===== src/inc/spc_defines.vh =====
`ifndef SPC_DEFINES_VH
`define SPC_DEFINES_VH

// Selection bit positions in the system I/O select word
`define SPC_SEL_TDI        4
`define SPC_SEL_TDO        5
`define SPC_SEL_TMS        6
`define SPC_SEL_TCK        7
`define SPC_SEL_USB_MINUS  10
`define SPC_SEL_USB_PLUS   11
`define SPC_SEL_WIPE       12
`define SPC_SEL_W          13

// Reset value: every shared pin in its system function (bit clear = system)
`define SPC_SEL_RST        13'h0000

// Wipe windows, in milliseconds
`define SPC_WIPE_IGNORE_MS 100
`define SPC_WIPE_ERASE_MS  220

// Serial wire switch sequence (16 bits, LSB first), arbitrary-form default
`define SPC_SWD_SEQ        16'hE79E
`define SPC_SWD_SEQ_W      16

// Outgoing reset minimum pulse, in clock cycles
`define SPC_RST_PULSE_CYC  16'h0040

// Debug port modes
`define SPC_DP_JTAG        1'b0
`define SPC_DP_SWD         1'b1

`endif


===== src/spc_system_pin_config.v =====
`timescale 1ns/1ps
// Overview of operation
// - Shared pins start in system function
// - One select bit per shared pin
// - Bits 7..4 select debug pins or GPIO
// - Pad settings apply in either mode
// - JTAG first; sequence switches to serial wire
// - Trace output only while serial wire active
// - Scan select high routes JTAG to scan
// - Test input selects test or fast programming
// - Reset pin bidirectional, external low resets
// - Pin reset spares the backup region
// - Incoming low seen at a clock edge accepted; outgoing pulse has minimum
// - Reset pin input by default
// - Wipe erases flash to all ones
// - Wipe input debounced by slow clock
// - Wipe high under 100 ms ignored
// - Wipe high over 220 ms erases
// - Wipe pin as output never erases
`include "spc_defines.vh"

module spc_system_pin_config #(
    parameter SLOW_HZ        = 32768,   // Slow clock rate feeding the debounce enable
    parameter DEBOUNCE_TICKS = 4        // Slow ticks the wipe level must be stable
) (
    input  wire        ref_clk_i,        // Master clock, 100 MHz
    input  wire        rst_n_i,          // Asynchronous reset, active low
    input  wire        slow_tick_i,      // One-cycle enable at the slow clock rate
    // Software selection word: bit set = general-purpose line
    input  wire [12:0] sel_wr_data_i,    // New selection value
    input  wire        sel_wr_en_i,      // Write strobe for the selection word
    output reg  [12:0] sel_o,            // Current selection word
    // Pad settings, passed to the pads in any mode
    input  wire [12:0] pad_pullup_i,     // Pull-up enables
    input  wire [12:0] pad_schmitt_i,    // Input trigger enables
    input  wire [12:0] pad_filter_i,     // Glitch/debounce filter enables
    output reg  [12:0] pad_pullup_o,     // Pull-up to pads
    output reg  [12:0] pad_schmitt_o,    // Trigger to pads
    output reg  [12:0] pad_filter_o,     // Filter to pads
    // Debug pins
    input  wire        tck_pin_i,        // Test clock / serial wire clock pin
    input  wire        tms_pin_i,        // Mode select / serial wire data pin
    input  wire        tdi_pin_i,        // Test data in pin
    input  wire        dbg_tdo_i,        // Test data out from the debug logic
    input  wire        trace_data_i,     // Trace stream from the trace unit
    input  wire        trace_en_i,       // Trace unit wants the pin
    output reg         tdo_pin_o,        // Pin value for test data out
    output reg         tdo_pin_oe_o,     // Pin enable for test data out
    output reg         dbg_tck_o,        // Clock to debug port (0 when GPIO)
    output reg         dbg_tms_o,        // Mode select to debug port
    output reg         dbg_tdi_o,        // Data in to debug port
    output reg         dp_mode_o,        // 0 JTAG, 1 serial wire
    output reg         async_trace_out_o,// Trace driven on shared pin
    // GPIO side of shared debug pins
    input  wire [3:0]  gpio_out_i,       // GPIO data for pins TDI..TCK
    input  wire [3:0]  gpio_oe_i,        // GPIO enables for pins TDI..TCK
    output reg  [3:0]  gpio_in_o,        // Pin levels back to GPIO
    // Test strap pins
    input  wire        boundary_scan_select_i, // High routes JTAG to scan chain
    input  wire        test_mode_input_i,      // High enters test/programming
    input  wire        fast_prog_req_i,        // With test input: fast programming
    output reg         scan_route_o,     // JTAG goes to boundary scan
    output reg         mfg_test_o,       // Boundary-scan manufacturing test
    output reg         fast_prog_o,      // Fast flash programming mode
    // Reset pin
    input  wire        external_reset_pin_i,   // Pin level
    input  wire        rstc_req_i,       // Reset controller asks for outgoing reset
    output reg         external_reset_pin_o,   // Pin output value
    output reg         external_reset_pin_oe_o,// Pin drive enable
    output reg         core_periph_rst_o,// Reset core and peripherals
    output reg         backup_rst_o,     // Reset backup region (never from pin)
    // Wipe pin
    input  wire        portb_line_twelve_i,    // Wipe pin level
    input  wire        wipe_gpio_oe_i,   // GPIO drives the wipe pin
    input  wire        erase_done_i,     // Flash reports erase complete
    output reg         flash_erase_o,    // Full flash and NVM erase, one-cycle pulse
    output reg         wipe_busy_o       // Erase in progress
);

    ////////////////////////////////////////////////////////////////////////////
    // Derived constants

    localparam [31:0] IGN_TICKS = (`SPC_WIPE_IGNORE_MS * SLOW_HZ) / 1000;
    localparam [31:0] ERA_TICKS = (`SPC_WIPE_ERASE_MS * SLOW_HZ + 999) / 1000;

    // Bit in the selection word
    function sel_bit;
        input [12:0] w;
        input integer idx;
        begin
            sel_bit = w[idx];
        end
    endfunction

    ////////////////////////////////////////////////////////////////////////////
    // Selection word

    reg [12:0] sel_r;                    // Bit set = GPIO

    // Reset puts every pin in system function
    always @(posedge ref_clk_i or negedge rst_n_i) begin
        if (!rst_n_i) begin
            sel_r <= `SPC_SEL_RST;
        end else if (sel_wr_en_i) begin
            sel_r <= sel_wr_data_i;
        end
    end

    // Registered view of the selection and pad settings
    always @(posedge ref_clk_i or negedge rst_n_i) begin
        if (!rst_n_i) begin
            sel_o         <= 13'h0000;
            pad_pullup_o  <= 13'h0000;
            pad_schmitt_o <= 13'h0000;
            pad_filter_o  <= 13'h0000;
        end else begin
            sel_o         <= sel_r;
            // Pad controls do not look at the selection
            pad_pullup_o  <= pad_pullup_i;
            pad_schmitt_o <= pad_schmitt_i;
            pad_filter_o  <= pad_filter_i;
        end
    end

    ////////////////////////////////////////////////////////////////////////////
    // Debug port mode: shift in TMS on TCK rising edges

    reg                       tck_d_r;   // Previous TCK sample
    reg [`SPC_SWD_SEQ_W-1:0]  seq_r;     // Recent TMS bits
    wire tck_rise = tck_pin_i & ~tck_d_r;
    wire dbg_pins = ~sel_bit(sel_r, `SPC_SEL_TCK) & ~sel_bit(sel_r, `SPC_SEL_TMS);

    // Host must send the switch sequence; JTAG until then
    always @(posedge ref_clk_i or negedge rst_n_i) begin
        if (!rst_n_i) begin
            tck_d_r   <= 1'b0;
            seq_r     <= {`SPC_SWD_SEQ_W{1'b0}};
            dp_mode_o <= `SPC_DP_JTAG;
        end else begin
            tck_d_r <= tck_pin_i;
            if (tck_rise && dbg_pins) begin
                seq_r <= {tms_pin_i, seq_r[`SPC_SWD_SEQ_W-1:1]};
                if ({tms_pin_i, seq_r[`SPC_SWD_SEQ_W-1:1]} == `SPC_SWD_SEQ) begin
                    dp_mode_o <= `SPC_DP_SWD;
                end
            end
        end
    end

    ////////////////////////////////////////////////////////////////////////////
    // Debug pin multiplexing

    // Route each debug pin to the port or to GPIO
    always @(posedge ref_clk_i or negedge rst_n_i) begin
        if (!rst_n_i) begin
            dbg_tck_o         <= 1'b0;
            dbg_tms_o         <= 1'b0;
            dbg_tdi_o         <= 1'b0;
            tdo_pin_o         <= 1'b0;
            tdo_pin_oe_o      <= 1'b0;
            async_trace_out_o <= 1'b0;
            gpio_in_o         <= 4'h0;
        end else begin
            dbg_tck_o <= sel_bit(sel_r, `SPC_SEL_TCK) ? 1'b0 : tck_pin_i;
            dbg_tms_o <= sel_bit(sel_r, `SPC_SEL_TMS) ? 1'b0 : tms_pin_i;
            dbg_tdi_o <= sel_bit(sel_r, `SPC_SEL_TDI) ? 1'b0 : tdi_pin_i;
            gpio_in_o <= {tck_pin_i, tms_pin_i, 1'b0, tdi_pin_i};
            if (sel_bit(sel_r, `SPC_SEL_TDO)) begin
                // GPIO owns the data out pin
                tdo_pin_o         <= gpio_out_i[1];
                tdo_pin_oe_o      <= gpio_oe_i[1];
                async_trace_out_o <= 1'b0;
            end else if (dp_mode_o == `SPC_DP_SWD) begin
                // Trace only with serial wire; JTAG never loses its TDO
                tdo_pin_o         <= trace_data_i;
                tdo_pin_oe_o      <= trace_en_i;
                async_trace_out_o <= trace_en_i;
            end else begin
                tdo_pin_o         <= dbg_tdo_i;
                tdo_pin_oe_o      <= 1'b1;
                async_trace_out_o <= 1'b0;
            end
        end
    end

    ////////////////////////////////////////////////////////////////////////////
    // Test straps, sampled on every clock after reset release

    always @(posedge ref_clk_i or negedge rst_n_i) begin
        if (!rst_n_i) begin
            scan_route_o <= 1'b0;
            mfg_test_o   <= 1'b0;
            fast_prog_o  <= 1'b0;
        end else begin
            scan_route_o <= boundary_scan_select_i;
            mfg_test_o   <= test_mode_input_i & ~fast_prog_req_i;
            fast_prog_o  <= test_mode_input_i & fast_prog_req_i;
        end
    end

    ////////////////////////////////////////////////////////////////////////////
    // Reset pin: drive low for a minimum pulse on request, else input

    reg [15:0] rst_cnt_r;                // Outgoing pulse counter

    always @(posedge ref_clk_i or negedge rst_n_i) begin
        if (!rst_n_i) begin
            rst_cnt_r               <= 16'h0000;
            external_reset_pin_o    <= 1'b0;
            external_reset_pin_oe_o <= 1'b0;
            core_periph_rst_o       <= 1'b0;
            backup_rst_o            <= 1'b0;
        end else begin
            if (rstc_req_i) begin
                rst_cnt_r <= `SPC_RST_PULSE_CYC;
            end else if (rst_cnt_r != 16'h0000) begin
                rst_cnt_r <= rst_cnt_r - 16'h0001;
            end
            external_reset_pin_o    <= 1'b0;
            // Enabled only while the pulse lasts
            external_reset_pin_oe_o <= rstc_req_i | (rst_cnt_r > 16'h0001);
            // Pin sampled each clock; a low seen at a rising edge resets
            core_periph_rst_o <= ~external_reset_pin_i;
            backup_rst_o      <= 1'b0;
        end
    end

    ////////////////////////////////////////////////////////////////////////////
    // Wipe detector

    reg [3:0]  deb_cnt_r;                // Debounce stability count
    reg        deb_lvl_r;                // Debounced level
    reg [31:0] dur_r;                    // High duration in slow ticks
    reg        fired_r;                  // Erase issued for this assertion

    // GPIO selection or GPIO driving hides the pin from the detector
    wire wipe_raw = portb_line_twelve_i & ~sel_bit(sel_r, `SPC_SEL_WIPE)
                    & ~wipe_gpio_oe_i;

    always @(posedge ref_clk_i or negedge rst_n_i) begin
        if (!rst_n_i) begin
            deb_cnt_r     <= 4'h0;
            deb_lvl_r     <= 1'b0;
            dur_r         <= 32'h0000_0000;
            fired_r       <= 1'b0;
            flash_erase_o <= 1'b0;
            wipe_busy_o   <= 1'b0;
        end else begin
            flash_erase_o <= 1'b0;
            if (erase_done_i) begin
                wipe_busy_o <= 1'b0;
            end
            if (slow_tick_i) begin
                // Level must hold steady for several slow ticks
                if (wipe_raw == deb_lvl_r) begin
                    deb_cnt_r <= 4'h0;
                end else if (deb_cnt_r == DEBOUNCE_TICKS[3:0] - 4'h1) begin
                    deb_cnt_r <= 4'h0;
                    deb_lvl_r <= wipe_raw;
                end else begin
                    deb_cnt_r <= deb_cnt_r + 4'h1;
                end
                if (!deb_lvl_r) begin
                    dur_r   <= 32'h0000_0000;
                    fired_r <= 1'b0;
                end else if (!fired_r) begin
                    dur_r <= dur_r + 32'h0000_0001;
                    // Below the ignore window nothing can fire
                    if (dur_r >= ERA_TICKS && dur_r >= IGN_TICKS) begin
                        fired_r       <= 1'b1;
                        flash_erase_o <= 1'b1;
                        wipe_busy_o   <= 1'b1;
                    end
                end
            end
        end
    end

endmodule // spc_system_pin_config


===== config.mk =====
export PLATFORM = sky130hd
export DESIGN_NAME = spc_system_pin_config
export DESIGN_NICKNAME = d
export VERILOG_FILES = /design/src/spc_system_pin_config.v
export VERILOG_INCLUDE_DIRS = /design/src /design/src/inc
export SDC_FILE = /design/constraint.sdc
export NUM_CORES = 1
export LEC_CHECK = 0
export BUFFER_PORTS_ARGS = -buffer_cell sky130_fd_sc_hd__buf_4
export CAP_MARGIN = 20
export CORE_AREA = 2 2 107 109
export DETAILED_ROUTE_END_ITERATION = 8
export DIE_AREA = 0 0 109 111
export GPL_ROUTABILITY_DRIVEN = 1
export HOLD_SLACK_MARGIN = 0.05
export PLACE_DENSITY = 0.89
export SYNTH_ARGS = -nofsm -noshare
export SYNTH_HDL_FRONTEND = slang
export SYNTH_SLANG_ARGS = --single-unit
export TNS_END_PERCENT = 100

===== constraint.sdc =====
create_clock -name ref_clk_i -period 4.55 [get_ports ref_clk_i]
set_input_delay 0.2275 -clock ref_clk_i [delete_from_list [all_inputs] [get_ports ref_clk_i]]
set_output_delay 0.2275 -clock ref_clk_i [all_outputs]
set_load 0.01 [all_outputs]

==> metrics.md, run 1 <==
| Metric | Value |
|---|---|
| Largest net degree at the start of global routing | roughly 110 |
| Hold Worst Slack | around 0.055 ns |
| TritonCTS clock tree | done |
| Worst endpoint required time | between 4 and 5 ns |
| Number of synthesized flops with an enable pin | 0 |
| Worst setup path class | reg2reg |
| Tot GR Track Use | about 29% |
| Maximum vdd ir drop | between 0.3 and 0.4 mV |
| Standard cell with the maximum stage delay on the critical path | sky130_fd_sc_hd__nor2b_1 |
| Post-synthesis to final-layout area growth | 39.0% |
| Antenna Nets Post-Route | 0 |
| Netlist Area Pre-Place | slightly above 6000 sq um |
| Worst Skew | around 0.010 ns |
| Storage cell area | roughly 3800 sq um |
| Number of instances resized during post-cts repair | 0 |
| Chip Width | approximately 110 um |
| Top flip-flop cell by instance count after synthesis | sky130_fd_sc_hd__dfrtp_1 |
| Finish-stage setup viols | 0 |
| Number of clock sinks | 151 |
| Transition time at the pin with the least slew margin | between 0.9 and 1 ns |
| Post-synthesis sequential element count | approximately 150 |
| Clock tree buffer depth | 2 |
| Total number of vias | between 4k and 5k |
| Largest incremental delay on the critical path | between 0.7 and 0.8 ns |
| Vias in the first global route | ~5.2k |
| Type of element capturing the critical path | flop |
| Vias per Instance | approximately 5.7 |
| Post-CTS setup buffers | 0 |
| Status | completed |
| Count of unresolved DRC violations after routing | 0 |
| Antenna violations before repair | 0 |
| Yosys warning total | 0 |
| Pwr dens | around 440 nW/um^2 |
| Clock Pin Slew Worst Setup and Hold Paths | 0.06 ns |
| Final hold violation count | 0 |
| Fillers | 600 |
| Worst setup SP type | flop |
| Largest fanout on the critical path | 11 |
| Syn avg cell area | between 10 and 15 sq um |
| F_max | slightly above 400 MHz |
| Number of clock buffers inserted by TritonCTS | 17 |
| CTS Root Cell | sky130_fd_sc_hd__clkbuf_16 |
| Number of diodes | 0 |
| Number of ports placed on the die boundary | 150 |
| Worst slew margin | a little over a third |
| Initial cell density of the core | 55.5% |
| Overall routed net length | about 17,000 um |
| IO buf count | 140 |
| Worst endpoint data arrival time | approximately 2.8 ns |
| RSZ-0062 raised after global routing | no |
| List of cells traversed by the critical path | inv_1, ha_1, nor2b_1, nand4_1, or3b_2, a21oi_1 |
| First-pass DRT Iterations | 7 |
| Leakage | ~3.9 nW |
| Std-Cell Core Area | between 10,000 and 15,000 sq um |
| Final critical-path share of the clock period | between 50% and 60% |
| Die Y | 111 um |
| Global-route congestion overflow total | 0 |
| Number of nets at the end of the flow | between 700 and 800 |
| Starting DRC count in detailed routing | 383 |
| HP Class | in2reg |
| Total Die Area | roughly 12,000 sq um |
| Period minus WS final | roughly 2.4 ns |
| Post-synthesis cell type count | slightly above 60 |
| Cell row count | 39 |
| Total area of multi-input combinational cells | 2200 sq um |
| Final TNS setup | 0 ns |
| H-Tree Level Count | 4 |
| Sum of net half-perimeters after detailed placement | roughly 8900 um |
| Max capacitance violation total | 0 |
| Sequential share of the synthesized area | between 60 and 70% |
| Fraction of final layout cells with drive strength greater than 1 | 32.0% |
| Number of hold buffers added after cts | about 60 |
| Worst-Skew Late Latency | 0.42 ns |
| Cell count after synthesis | between 400 and 500 |
| WL/cell | approximately 19 um |
| Final weighted congestion in routability-driven placement | about 0.8 |
| Final Max Tran Viols | 0 |
| Share of flip-flops with an asynchronous set or reset after synthesis | between 90% and 100% |
| First-pass GRT wire length | between 20,000 and 30,000 um |
==> power by group <==
part / switching [W] / internal [W] / total, W
clock: 0.000565 / 0.000912 / 0.00148
sequential: 0.000130 / 0.00147 / 0.00160
combinational: 0.000341 / 0.000317 / 0.000658
==> kinds of logic (layout without fill, tap and decap cells) <==
| family | Yosys count | after routing | share of synthesized area (%) |
|---|---|---|---|
| AO/OA/AOI/OAI | 76 | 76 | 8.16 |
| adder cells (fa/ha/maj) | 7 | 7 | 1.42 |
| flip-flops | 151 | 151 | 61.5 |
| XOR/XNOR | 8 | 8 | 1.14 |
| other | 1 | 3 | 0.0610 |
| multiplexers | 41 | 41 | 7.55 |
| AND/OR/NAND/NOR | 175 | 175 | 17.4 |
| buffers and inverters | 37 | 255 | 2.85 |
==> cells in the mapped netlist, types with 5 or more instances <==
cell type                  count  area share (%)
sky130_fd_sc_hd__mux2i_1       7             1.1
sky130_fd_sc_hd__nand2_1      28             1.7
sky130_fd_sc_hd__clkbuf_1      7            0.43
sky130_fd_sc_hd__mux2_2       31             5.7
sky130_fd_sc_hd__or4_1         5            0.61
sky130_fd_sc_hd__nand2b_1     10             1.0
sky130_fd_sc_hd__nand4_1      10             1.0
sky130_fd_sc_hd__o21ai_0      22             1.8
sky130_fd_sc_hd__nand3_1      16             1.3
sky130_fd_sc_hd__nor3_1        7            0.57
sky130_fd_sc_hd__inv_1        18             1.1
sky130_fd_sc_hd__ha_1          7             1.4
sky130_fd_sc_hd__xor2_1        6            0.85
sky130_fd_sc_hd__dfrtp_1     151              61
sky130_fd_sc_hd__and3_1        6            0.61
sky130_fd_sc_hd__or3_1        17             1.7
sky130_fd_sc_hd__nor4_1        8            0.81
sky130_fd_sc_hd__nor2_1       26             1.6
sky130_fd_sc_hd__a21oi_1      22             1.8
sky130_fd_sc_hd__buf_2         5            0.41
sky130_fd_sc_hd__nor2b_1      14             1.4
==> state kept, by name, summed over array words and instances (netlist names), 3 cells and up <==
| name | cells |
|---|---|
| sel_o | 13 |
| sel_r | 13 |
| seq_r | 15 |
| pad_pullup_o | 13 |
| deb_cnt_r | 4 |
| dur_r | 32 |
| rst_cnt_r | 16 |
| pad_filter_o | 13 |
| pad_schmitt_o | 13 |
| gpio_in_o | 3 |
==> worst max-delay path, delay by kind of cell (launching register included) <==
kind                       cells  cell delay [ns]
and+or+nand+nor                3             1.45
DFF                            1             0.41
adders and majority gates      1             0.24
AOI/OAI and AO/OA              1             0.15
buffers and inverters          1             0.12
==> through the flow <==
| step | power (W) | utilization [%] | cells | setup WS (ns) | cell area, sq um |
|---|---|---|---|---|---|
| 2_1_floorplan | 0.00198 | - | 498 | 2.69 | 6160 |
| 3_3_place_gp | 0.00216 | 65.9 | 764 | 2.28 | 7300 |
| 3_5_place_dp | 0.00221 | 65.9 | 764 | 2.17 | 7300 |
| 4_1_cts | 0.00370 | 77.0 | 857 | 2.17 | 8520 |
| 5_1_grt | 0.00389 | 77.1 | 859 | 2.00 | 8550 |
| 6_report | 0.00374 | 77.1 | 859 | 2.11 | 8550 |
==> layer usage <==
metal | wire, um | global-route usage (%) | share of wire [%] | vias to the layer above
met5 | 0 | 0 | 0 | -
met4 | 580 | 13.1 | 3.5 | 0
met3 | 808 | 6.41 | 4.9 | 52
met2 | 9070 | 51.1 | 55 | 212
met1 | 6070 | 33.3 | 37 | 2462
li1 | - | - | - | 2189
==> cell usage in the layout (no fill, tap or decap), types with 4 or more instances in the layout <==
master	netlist	final
sky130_fd_sc_hd__dfrtp_1	151	151
sky130_fd_sc_hd__buf_4	4	141
sky130_fd_sc_hd__dlygate4sd3_1	0	62
sky130_fd_sc_hd__mux2_2	31	31
sky130_fd_sc_hd__nand2_1	28	28
sky130_fd_sc_hd__nor2_1	26	26
sky130_fd_sc_hd__o21ai_0	22	22
sky130_fd_sc_hd__a21oi_1	22	22
sky130_fd_sc_hd__inv_1	18	18
sky130_fd_sc_hd__or3_1	17	17
sky130_fd_sc_hd__clkbuf_16	0	17
sky130_fd_sc_hd__nand3_1	16	16
sky130_fd_sc_hd__nor2b_1	14	14
sky130_fd_sc_hd__nand4_1	10	10
sky130_fd_sc_hd__nand2b_1	10	10
sky130_fd_sc_hd__nor4_1	8	8
sky130_fd_sc_hd__mux2i_1	7	7
sky130_fd_sc_hd__nor3_1	7	7
sky130_fd_sc_hd__ha_1	7	7
sky130_fd_sc_hd__and3_1	6	6
sky130_fd_sc_hd__xor2_1	6	6
sky130_fd_sc_hd__or4_1	5	5
sky130_fd_sc_hd__nor3b_1	4	4
sky130_fd_sc_hd__o311ai_0	4	4
sky130_fd_sc_hd__o41ai_1	4	4
==> worst paths after layout <==
| path | start | endpoint | slack, ns | depth (start not counted) |
|---|---|---|---|---|
| setup / recovery | rst_cnt_r[0] | rst_cnt_r[14] | 2.11 | 6 |
| hold / removal | sel_wr_data_i[1] | sel_r[1] | 0.05 | 2 |
| setup reg to reg | rst_cnt_r[0] | rst_cnt_r[14] | 2.11 | 6 |
| hold reg to reg | sel_r[10] | sel_o[10] | 0.38 | 0 |
| max in group asynchronous | rst_n_i | dur_r[9] | 2.89 | 3 |
| min in group asynchronous | rst_n_i | pad_pullup_o[10] | 0.51 | 2 |
==> layout make-up <==
cell class	instances	area share, %
Sequential cell	151	44.2
Multi-Input combinational cell	310	25.8
Clock buffer	23	5.59
Clock inverter	9	1.63
Timing Repair Buffer	205	19.9
Inverter	18	0.791
Tap cell	143	2.09
(Power assumes the default switching activity.)
==> inputs of run 2 (changes only) <==
--- a/config.mk
+++ b/config.mk
@@ -8,12 +8,12 @@
 export LEC_CHECK = 0
 export BUFFER_PORTS_ARGS = -buffer_cell sky130_fd_sc_hd__buf_4
 export CAP_MARGIN = 20
-export CORE_AREA = 2 2 107 109
+export CORE_AREA = 2 2 111 113
 export DETAILED_ROUTE_END_ITERATION = 8
-export DIE_AREA = 0 0 109 111
+export DIE_AREA = 0 0 113 115
 export GPL_ROUTABILITY_DRIVEN = 1
 export HOLD_SLACK_MARGIN = 0.05
-export PLACE_DENSITY = 0.89
+export PLACE_DENSITY = 0.83
 export SYNTH_ARGS = -nofsm -noshare
 export SYNTH_HDL_FRONTEND = slang
 export SYNTH_SLANG_ARGS = --single-unit
==> constraint.sdc (replaced) <==
create_clock -name ref_clk_i -period 2.5 [get_ports ref_clk_i]
set_input_delay 0.125 -clock ref_clk_i [delete_from_list [all_inputs] [get_ports ref_clk_i]]
set_output_delay 0.125 -clock ref_clk_i [all_outputs]
set_load 0.01 [all_outputs]
==> metrics.md, run 2 (same netlist as run 1, synthesis figures left out) <==
| Metric | Value |
|---|---|
| IO buf count | 140 (unchanged) |
| Largest net degree at the start of global routing | 78 (-28%) |
| Switching power of the nets | 0.00196 W (+89%) |
| Std-Cell Core Area | 11,800 sq um (+6.6%) |
| Starting DRC count in detailed routing | 327 (-15%) |
| Initial cell density of the core | 52.1% (-3.5 points) |
| Antenna Nets Post-Route | 0 (unchanged) |
| Hold Path Depth | 2 (unchanged) |
| Wire length on met2 | 8250 um (-9.0%) |
| Chip Width | 113 um (+3.7%) |
| Most common cell after layout, fill and taps aside | sky130_fd_sc_hd__dfrtp_1 |
| Number of diodes | 0 (unchanged) |
| Antenna violations before repair | 0 (unchanged) |
| Clock tree buffer depth | 2 (unchanged) |
| TritonCTS clock tree | done |
| Highest metal layer with signal wires | met4 |
| Global-route congestion overflow total | 0 (unchanged) |
| HP Class | in2reg |
| CTS Root Cell | sky130_fd_sc_hd__clkbuf_16 |
| Number of clock buffers inserted by TritonCTS | 17 (unchanged) |
| Leakage | 4.00 nW (+1.6%) |
| Worst slew margin | 50.2% (+14 points) |
| Die Y | 115 um (+3.6%) |
| Internal power | 0.00497 W (+84%) |
| Number of nets at the end of the flow | 797 (+1.1%) |
| Count of unresolved DRC violations after routing | 10 (+10) |
| Fraction of final layout cells with drive strength greater than 1 | 32.4% (+0.43 points) |
| Finish-stage setup viols | 0 (unchanged) |
| Post-synthesis to final-layout area growth | 40.9% |
| Worst endpoint required time | 2.78 ns (-2.11 ns) |
| RSZ-0062 raised after global routing | no |
| Max capacitance violation total | 0 (unchanged) |
| Final critical-path share of the clock period | 89.4% (+36 points) |
| Worst Skew | 0.0115 ns (+0.00127 ns) |
| Cell depth of the worst flop-to-flop path | 5 (-1) |
| Logic pwr share | 17.9% (+0.3 points) |
| Period minus WS final | 2.23 ns (-0.209 ns) |
| First-pass GRT wire length | 25,600 um (-3.7%) |
| Leading cell types in the layout, fill and taps excluded | sky130_fd_sc_hd__dfrtp_1, sky130_fd_sc_hd__buf_4, sky130_fd_sc_hd__dlygate4sd3_1, sky130_fd_sc_hd__mux2_2, sky130_fd_sc_hd__nand2_1 |
| Transition time at the pin with the least slew margin | 0.745 ns (-0.215 ns) |
| Total routed wire length on the met1 layer | 5750 um (-5.2%) |
| Vias per Instance | 5.54 (-3.3%) |
| F_max | 447 MHz (+9.4%) |
| Cell total after placement | 772 (+1.0%) |
| Proportion of total power due to net switching | 28.2% (+0.50 points) |
| H-Tree Level Count | 4 (unchanged) |
| Worst setup SP type | flop |
| Worst-Skew Late Latency | 0.42 ns (about the same) |
| Tot GR Track Use | 25.4% (-3.7 points) |
| Number of clock sinks | 151 (unchanged) |
| Type of element capturing the critical path | flop |
| Maximum vdd ir drop | 0.673 mV (+120%) |
| Worst endpoint data arrival time | 2.52 ns (-0.26 ns) |
| Vias in the first global route | 5,040 (-3.3%) |
| Largest register FFs | 32 (unchanged) |
| Power share of the clock group | 40.1% (+0.6 points) |
| Largest fanout on the critical path | 13 (+2) |
| Failing checks | DRC |
| Sequential power share | 42.0% (-0.9 points) |
| Pwr dens | 800 nW/um^2 (+83%) |
| Overall routed net length | 15,300 um (-7.2%) |
| Post-route non-filler standard cell count | 872 (+1.5%) |
| Status | finished with violations |
| Core occupancy in the finished layout | 73.3% (-3.8 points) |
| Final hold violation count | 0 (unchanged) |
| Post-CTS setup buffers | 0 (unchanged) |
| First-pass DRT Iterations | 7 (unchanged) |
| WL/cell | 17.6 um (-8.6%) |
| Largest registers | dur_r (32), rst_cnt_r (16), seq_r (15) |
| Final TNS setup | 0 ns (unchanged) |
| Total Die Area | 13,000 sq um (+7.4%) |
| Met3 wirelength from detailed routing | 917 um (+13%) |
| Number of ports placed on the die boundary | 150 (unchanged) |
| Cell row count | 40 (+2.6%) |
| Sum of net half-perimeters after detailed placement | 8940 um (+0.39%) |
| Clock Pin Slew Worst Setup and Hold Paths | 0.07 ns (about the same) |
| Final Max Tran Viols | 0 (unchanged) |
| Most flop-heavy register | dur_r |
| Total number of vias | 4,827 (-1.8%) |
| Final weighted congestion in routability-driven placement | 0.823 (+3.7%) |
| Worst setup path class | reg2reg |
[run 2: cell count changes in the layout (fill, tap and decap cells not counted), sizes merged]
cell	delta
clkinvlp	-1
clkbuf	-6
clkinv	+1
buf	+3
bufinv	+1
dlygate4sd3	+6
inv	+5
[run 2: area by class of cell]
| class | instances | area [sq um] |
|---|---|---|
| timing repair buffer | 214 | 1790 |
| multi-input combinational | 310 | 2200 |
| clock inverter | 15 | 213 |
| tap | 147 | 184 |
| sequential | 151 | 3780 |
| clock buffer | 17 | 425 |
| fill | 718 | 3150 |
| inverter | 18 | 67.6 |
[run 2: layer usage]
layer,up-vias,track usage [%]
met5,-,0
met4,0,10.2
met3,39,6.22
met2,214,46.1
met1,2364,29.0
li1,2210,-
[run 2: path summary, 6_finish.rpt]
| kind | startpoint | to | slack (ns) |
|---|---|---|---|
| hold / removal | sel_wr_en_i | sel_r[5] | 0.11 |
| hold reg to reg | sel_r[8] | sel_o[8] | 0.37 |
| max in group asynchronous | rst_n_i | pad_filter_o[0] | 1.45 |
| setup reg to reg | dur_r[0] | dur_r[18] | 0.27 |
| setup / recovery | dur_r[0] | dur_r[18] | 0.27 |
| min in group asynchronous | rst_n_i | deb_cnt_r[0] | 0.31 |
[run 2: metrics by stage]
| step | setup WS (ns) | cell area (sq um) | hold slack (ns) | power, W |
|---|---|---|---|---|
| after floorplan | 0.641 | 6160 | -0.171 | 0.00361 |
| after global placement | 0.492 | 7340 | 0.181 | 0.00396 |
| after detailed placement | 0.434 | 7340 | 0.186 | 0.00405 |
| after CTS | 0.389 | 8660 | 0.0946 | 0.00688 |
| after global routing | 0.0566 | 8660 | 0.114 | 0.00723 |
| final | 0.265 | 8660 | 0.114 | 0.00693 |
[run 2: worst max-delay path, stage by stage (launching register included)]
cell,delay (ns)
sky130_fd_sc_hd__dfrtp_1,0.44
sky130_fd_sc_hd__ha_1,0.26
sky130_fd_sc_hd__and2_1,0.23
sky130_fd_sc_hd__nand4_1,0.45
sky130_fd_sc_hd__o311ai_0,0.56
sky130_fd_sc_hd__o41ai_1,0.14
[run 2: what timing repair did]
action,4_1_cts,5_1_grt
gates resized for setup,0,0
hold buffers,68,0
endpoints found under the setup margin,0,0
endpoints found under the hold margin,155,0
[run 2: power by group through the flow]
stage | sequential (W) | combinational (W) | clock [W]
floorplan | 0.00290 | 0.000709 | 0
global placement | 0.00291 | 0.00105 | 0
detailed placement | 0.00293 | 0.00112 | 0
CTS | 0.00289 | 0.00121 | 0.00277
global route | 0.00294 | 0.00137 | 0.00293
finish | 0.00291 | 0.00124 | 0.00278
==> inputs of run 3 (changes only) <==
--- a/config.mk
+++ b/config.mk
@@ -6,14 +6,15 @@
 export SDC_FILE = /design/constraint.sdc
 export NUM_CORES = 1
 export LEC_CHECK = 0
+export ABC_AREA = 1
 export BUFFER_PORTS_ARGS = -buffer_cell sky130_fd_sc_hd__buf_4
 export CAP_MARGIN = 20
-export CORE_AREA = 2 2 111 113
+export CORE_AREA = 2 2 112 114
 export DETAILED_ROUTE_END_ITERATION = 8
-export DIE_AREA = 0 0 113 115
+export DIE_AREA = 0 0 114 116
 export GPL_ROUTABILITY_DRIVEN = 1
 export HOLD_SLACK_MARGIN = 0.05
-export PLACE_DENSITY = 0.83
+export PLACE_DENSITY = 0.84
 export SYNTH_ARGS = -nofsm -noshare
 export SYNTH_HDL_FRONTEND = slang
 export SYNTH_SLANG_ARGS = --single-unit
==> metrics.md, run 3 <==
| Metric | Value |
|---|---|
| Status | completed |
| Leakage | 4.37 nW (+9.2%) |
| Clock Pin Slew Worst Setup and Hold Paths | 0.06 ns (about the same) |
| Largest registers | dur_r (32), rst_cnt_r (16), seq_r (15) |
| Sum of net half-perimeters after detailed placement | 9980 um (+12%) |
| Hold worst-path end | sel_r[12] |
| Antenna violations before repair | 0 (unchanged) |
| Max capacitance violation total | 0 (unchanged) |
| Most instantiated library cell after synthesis | sky130_fd_sc_hd__nand2_1 |
| Global-route congestion overflow total | 0 (unchanged) |
| First-pass DRT Iterations | 6 (-1) |
| Tot GR Track Use | 29.0% (+3.6 points) |
| Largest net degree at the start of global routing | 68 (-13%) |
| Std-Cell Core Area | 11,900 sq um (+0.85%) |
| Cell count after synthesis | 707 (+43%) |
| Worst setup SP type | flop |
| Number of hold buffers added after cts | 71 (+4.4%) |
| Post-route non-filler standard cell count | 1,092 (+25%) |
| First-pass GRT wire length | 29,400 um (+15%) |
| F_max | 524 MHz (+17%) |
| Cell total after placement | 990 (+28%) |
| TritonCTS clock tree | done |
| Multiplexer area fraction after synthesis | 1.94% (-5.6 points) |
| Total number of vias | 5,832 (+21%) |
| Number of instances resized during post-cts repair | 0 (unchanged) |
| Yosys warning total | 0 (unchanged) |
| Number of clock sinks | 151 (unchanged) |
| Worst slew margin | 58.7% (+8.5 points) |
| CTS Root Cell | sky130_fd_sc_hd__clkbuf_16 |
| Post-synthesis to final-layout area growth | 39.7% |
| Share of the synthesized area in the top cell type | 59.1% (-2.4 points) |
| Worst setup path class | reg2reg |
| Clock tree buffer depth | 2 (unchanged) |
| Leading post-synthesis cells by instance count | sky130_fd_sc_hd__nand2_1, sky130_fd_sc_hd__dfrtp_1, sky130_fd_sc_hd__inv_1 |
| Share of synthesized cell area in and, or, nand and nor gates | 23.5% (+6.2 points) |
| Type of element capturing the critical path | flop |
| Worst-Skew Late Latency | 0.43 ns (about the same) |
| Syn avg cell area | 9.05 sq um (-27%) |
| Share of flip-flops with an asynchronous set or reset after synthesis | 100% (unchanged) |
| Period minus WS final | 1.91 ns (-0.326 ns) |
| Cell types with the largest area share after synthesis | sky130_fd_sc_hd__dfrtp_1, sky130_fd_sc_hd__nand2_1, sky130_fd_sc_hd__inv_1 |
| Top flip-flop cell by instance count after synthesis | sky130_fd_sc_hd__dfrtp_1 |
| H-Tree Level Count | 4 (unchanged) |
| Final Max Tran Viols | 0 (unchanged) |
| Finish-stage setup viols | 0 (unchanged) |
| IO buf count | 140 (unchanged) |
| Worst endpoint required time | 2.82 ns (+0.04 ns) |
| Final critical-path share of the clock period | 76.4% (-13 points) |
| Core occupancy in the finished layout | 75.0% (+1.6 points) |
| Hold Path Depth | 2 (unchanged) |
| Fraction of final layout cells with drive strength greater than 1 | 21.1% (-11 points) |
| Worst setup slack after placement | 0.683 ns (+0.249 ns) |
| Die Y | 116 um (+0.87%) |
| Worst Skew | 0.00855 ns (-0.00297 ns) |
| Number of diodes | 0 (unchanged) |
| RSZ-0062 raised after global routing | no |
| Sequential share of the synthesized area | 59.1% (-2.4 points) |
| Number of ports placed on the die boundary | 150 (unchanged) |
| Post-synthesis cell type count | 36 (-42%) |
| Post-CTS setup buffers | 0 (unchanged) |
| Final TNS setup | 0 ns (unchanged) |
| Antenna Nets Post-Route | 0 (unchanged) |
| Total Die Area | 13,200 sq um (+1.8%) |
| Final weighted congestion in routability-driven placement | 0.904 (+9.7%) |
| Worst endpoint data arrival time | 2.23 ns (-0.29 ns) |
| Most common cell after layout, fill and taps aside | sky130_fd_sc_hd__nand2_1 |
| Cell depth of the worst flop-to-flop path | 9 (+4) |
| WL/cell | 16.4 um (-6.6%) |
| Largest register FFs | 32 (unchanged) |
| Number of clock buffers inserted by TritonCTS | 17 (unchanged) |
| Final hold violation count | 0 (unchanged) |
| Synth Area in Compound Gates | 5.83% (-2.3 points) |
| Main combinational cell family by area after synthesis | simple AND/OR/NAND/NOR gates |
| Overall routed net length | 17,900 um (+17%) |
| Most flop-heavy register | dur_r |
| Post-synthesis sequential element count | 151 (unchanged) |
| Chip Width | 114 um (+0.88%) |
| Minimum setup slack in the final design | 0.591 ns (+0.326 ns) |
| Worst reg2reg setup slack | 0.59 ns (+0.33 ns) |
| Pwr dens | 732 nW/um^2 (-8.5%) |
| Vias per Instance | 5.34 (-3.5%) |
| Power Total | 0.00654 W (-5.7%) |
| Launch point of the worst reg-to-reg path | rst_cnt_r[0] |
| Largest fanout on the critical path | 5 (-8) |
| Xor/xnor share of the synthesized area | 1.23% (+0.093 points) |
| Maximum vdd ir drop | 0.701 mV (+4.2%) |
| Number of synthesized flops with an enable pin | 0 (unchanged) |
| Transition time at the pin with the least slew margin | 0.620 ns (-0.125 ns) |
| Netlist Area Pre-Place | 6400 sq um (+4.0%) |
| Vias in the first global route | 5,937 (+18%) |
| Capturing point of the worst reg2reg path | rst_cnt_r[9] |
| HP Class | in2reg |
| Starting DRC count in detailed routing | 403 (+23%) |
| Number of nets at the end of the flow | 1,018 (+28%) |
| Leading cell types in the layout, fill and taps excluded | sky130_fd_sc_hd__nand2_1, sky130_fd_sc_hd__dfrtp_1, sky130_fd_sc_hd__buf_4, sky130_fd_sc_hd__inv_1, sky130_fd_sc_hd__nor2_1 |
| Cell row count | 40 (unchanged) |
| Arithmetic-cell share of the synthesized area counting full adders, half adders and majority gates | 1.37% (-0.055 points) |
| Initial cell density of the core | 53.7% (+1.6 points) |
| Count of unresolved DRC violations after routing | 0 (-10) |
| Biggest area consumer among synthesized cells | sky130_fd_sc_hd__dfrtp_1 |
| Startpoint of the worst hold path | sel_wr_en_i |
-- run 3: cell count changes after synthesis, moves of 11 or more --
cell                      previous run  this run
sky130_fd_sc_hd__or3_1              17         0
sky130_fd_sc_hd__mux2_2             31        11
sky130_fd_sc_hd__nand2_1            28       162
sky130_fd_sc_hd__inv_1              18        95
sky130_fd_sc_hd__nor3_1              7        18
sky130_fd_sc_hd__nor2b_1            14         0
sky130_fd_sc_hd__nor2_1             26        93
sky130_fd_sc_hd__nand3_1            16        43
sky130_fd_sc_hd__o21ai_0            22        38
-- run 3: final cells by class --
| class | instances | area [sq um] |
|---|---|---|
| fillers | 732 | 2980 |
| clock buffers | 18 | 429 |
| well taps | 147 | 184 |
| repair buffers | 219 | 1830 |
| multi-input cells | 446 | 2180 |
| inverters | 98 | 368 |
| clock inverters | 13 | 169 |
| flip-flops and latches | 151 | 3780 |
-- run 3: through the flow --
stage	area (sq um)	hold slack [ns]
3_3_place_gp	7620	0.150
5_1_grt	8930	0.0834
3_5_place_dp	7620	0.158
2_1_floorplan	6400	-0.171
6_report	8930	0.0666
4_1_cts	8930	0.0523
-- run 3: metal layers --
metal  wire (um)  track usage [%]  up-vias
li1            -                -     2694
met1        6620             32.8     2807
met2        9530             52.1      281
met3        1060             6.28       50
met4         706             14.4        0
met5           0                0        -
-- run 3: worst max-delay path by stage --
stage                                to  slack (ns)          from  depth (start not counted)
after detailed placement      dur_r[15]        0.68     deb_lvl_r                          5
after global placement     rst_cnt_r[9]        0.73  rst_cnt_r[0]                          9
after global routing      rst_cnt_r[13]        0.44  rst_cnt_r[1]                          9
after CTS                  rst_cnt_r[9]        0.65  rst_cnt_r[0]                          9
final                      rst_cnt_r[9]        0.59  rst_cnt_r[0]                          9
after floorplan            rst_cnt_r[9]        0.95  rst_cnt_r[0]                          9
-- run 3: kinds of logic after synthesis --
group                      count (synthesis)
AOI/OAI and AO/OA                         69
xor gates and xnor gates                   9
adders and majority gates                  7
buffers and inverters                    112
DFF                                      151
muxes                                     11
other                                      1
and+or+nand+nor                          347
-- run 3: power breakdown --
part | internal [W] | switching, W | total, W | leakage [nW]
Sequential | 0.00269 | 0.000159 | 0.00284 | 1.90
Combinational | 0.000443 | 0.000584 | 0.00103 | 2.18
Clock | 0.00158 | 0.00109 | 0.00267 | 0.292
Total | 0.00471 | 0.00183 | 0.00654 | 4.37
-- run 3: critical path, stage by stage (launching register included) --
cell and delay [ns]:
sky130_fd_sc_hd__dfrtp_1 0.42, sky130_fd_sc_hd__inv_1 0.08, sky130_fd_sc_hd__ha_1 0.25, sky130_fd_sc_hd__nand2_1 0.14, sky130_fd_sc_hd__nor2_1 0.33, sky130_fd_sc_hd__nand3_1 0.27, sky130_fd_sc_hd__nand4_1 0.16, sky130_fd_sc_hd__nand2_1 0.06
sky130_fd_sc_hd__nand2_1 0.05, sky130_fd_sc_hd__nor2_1 0.04
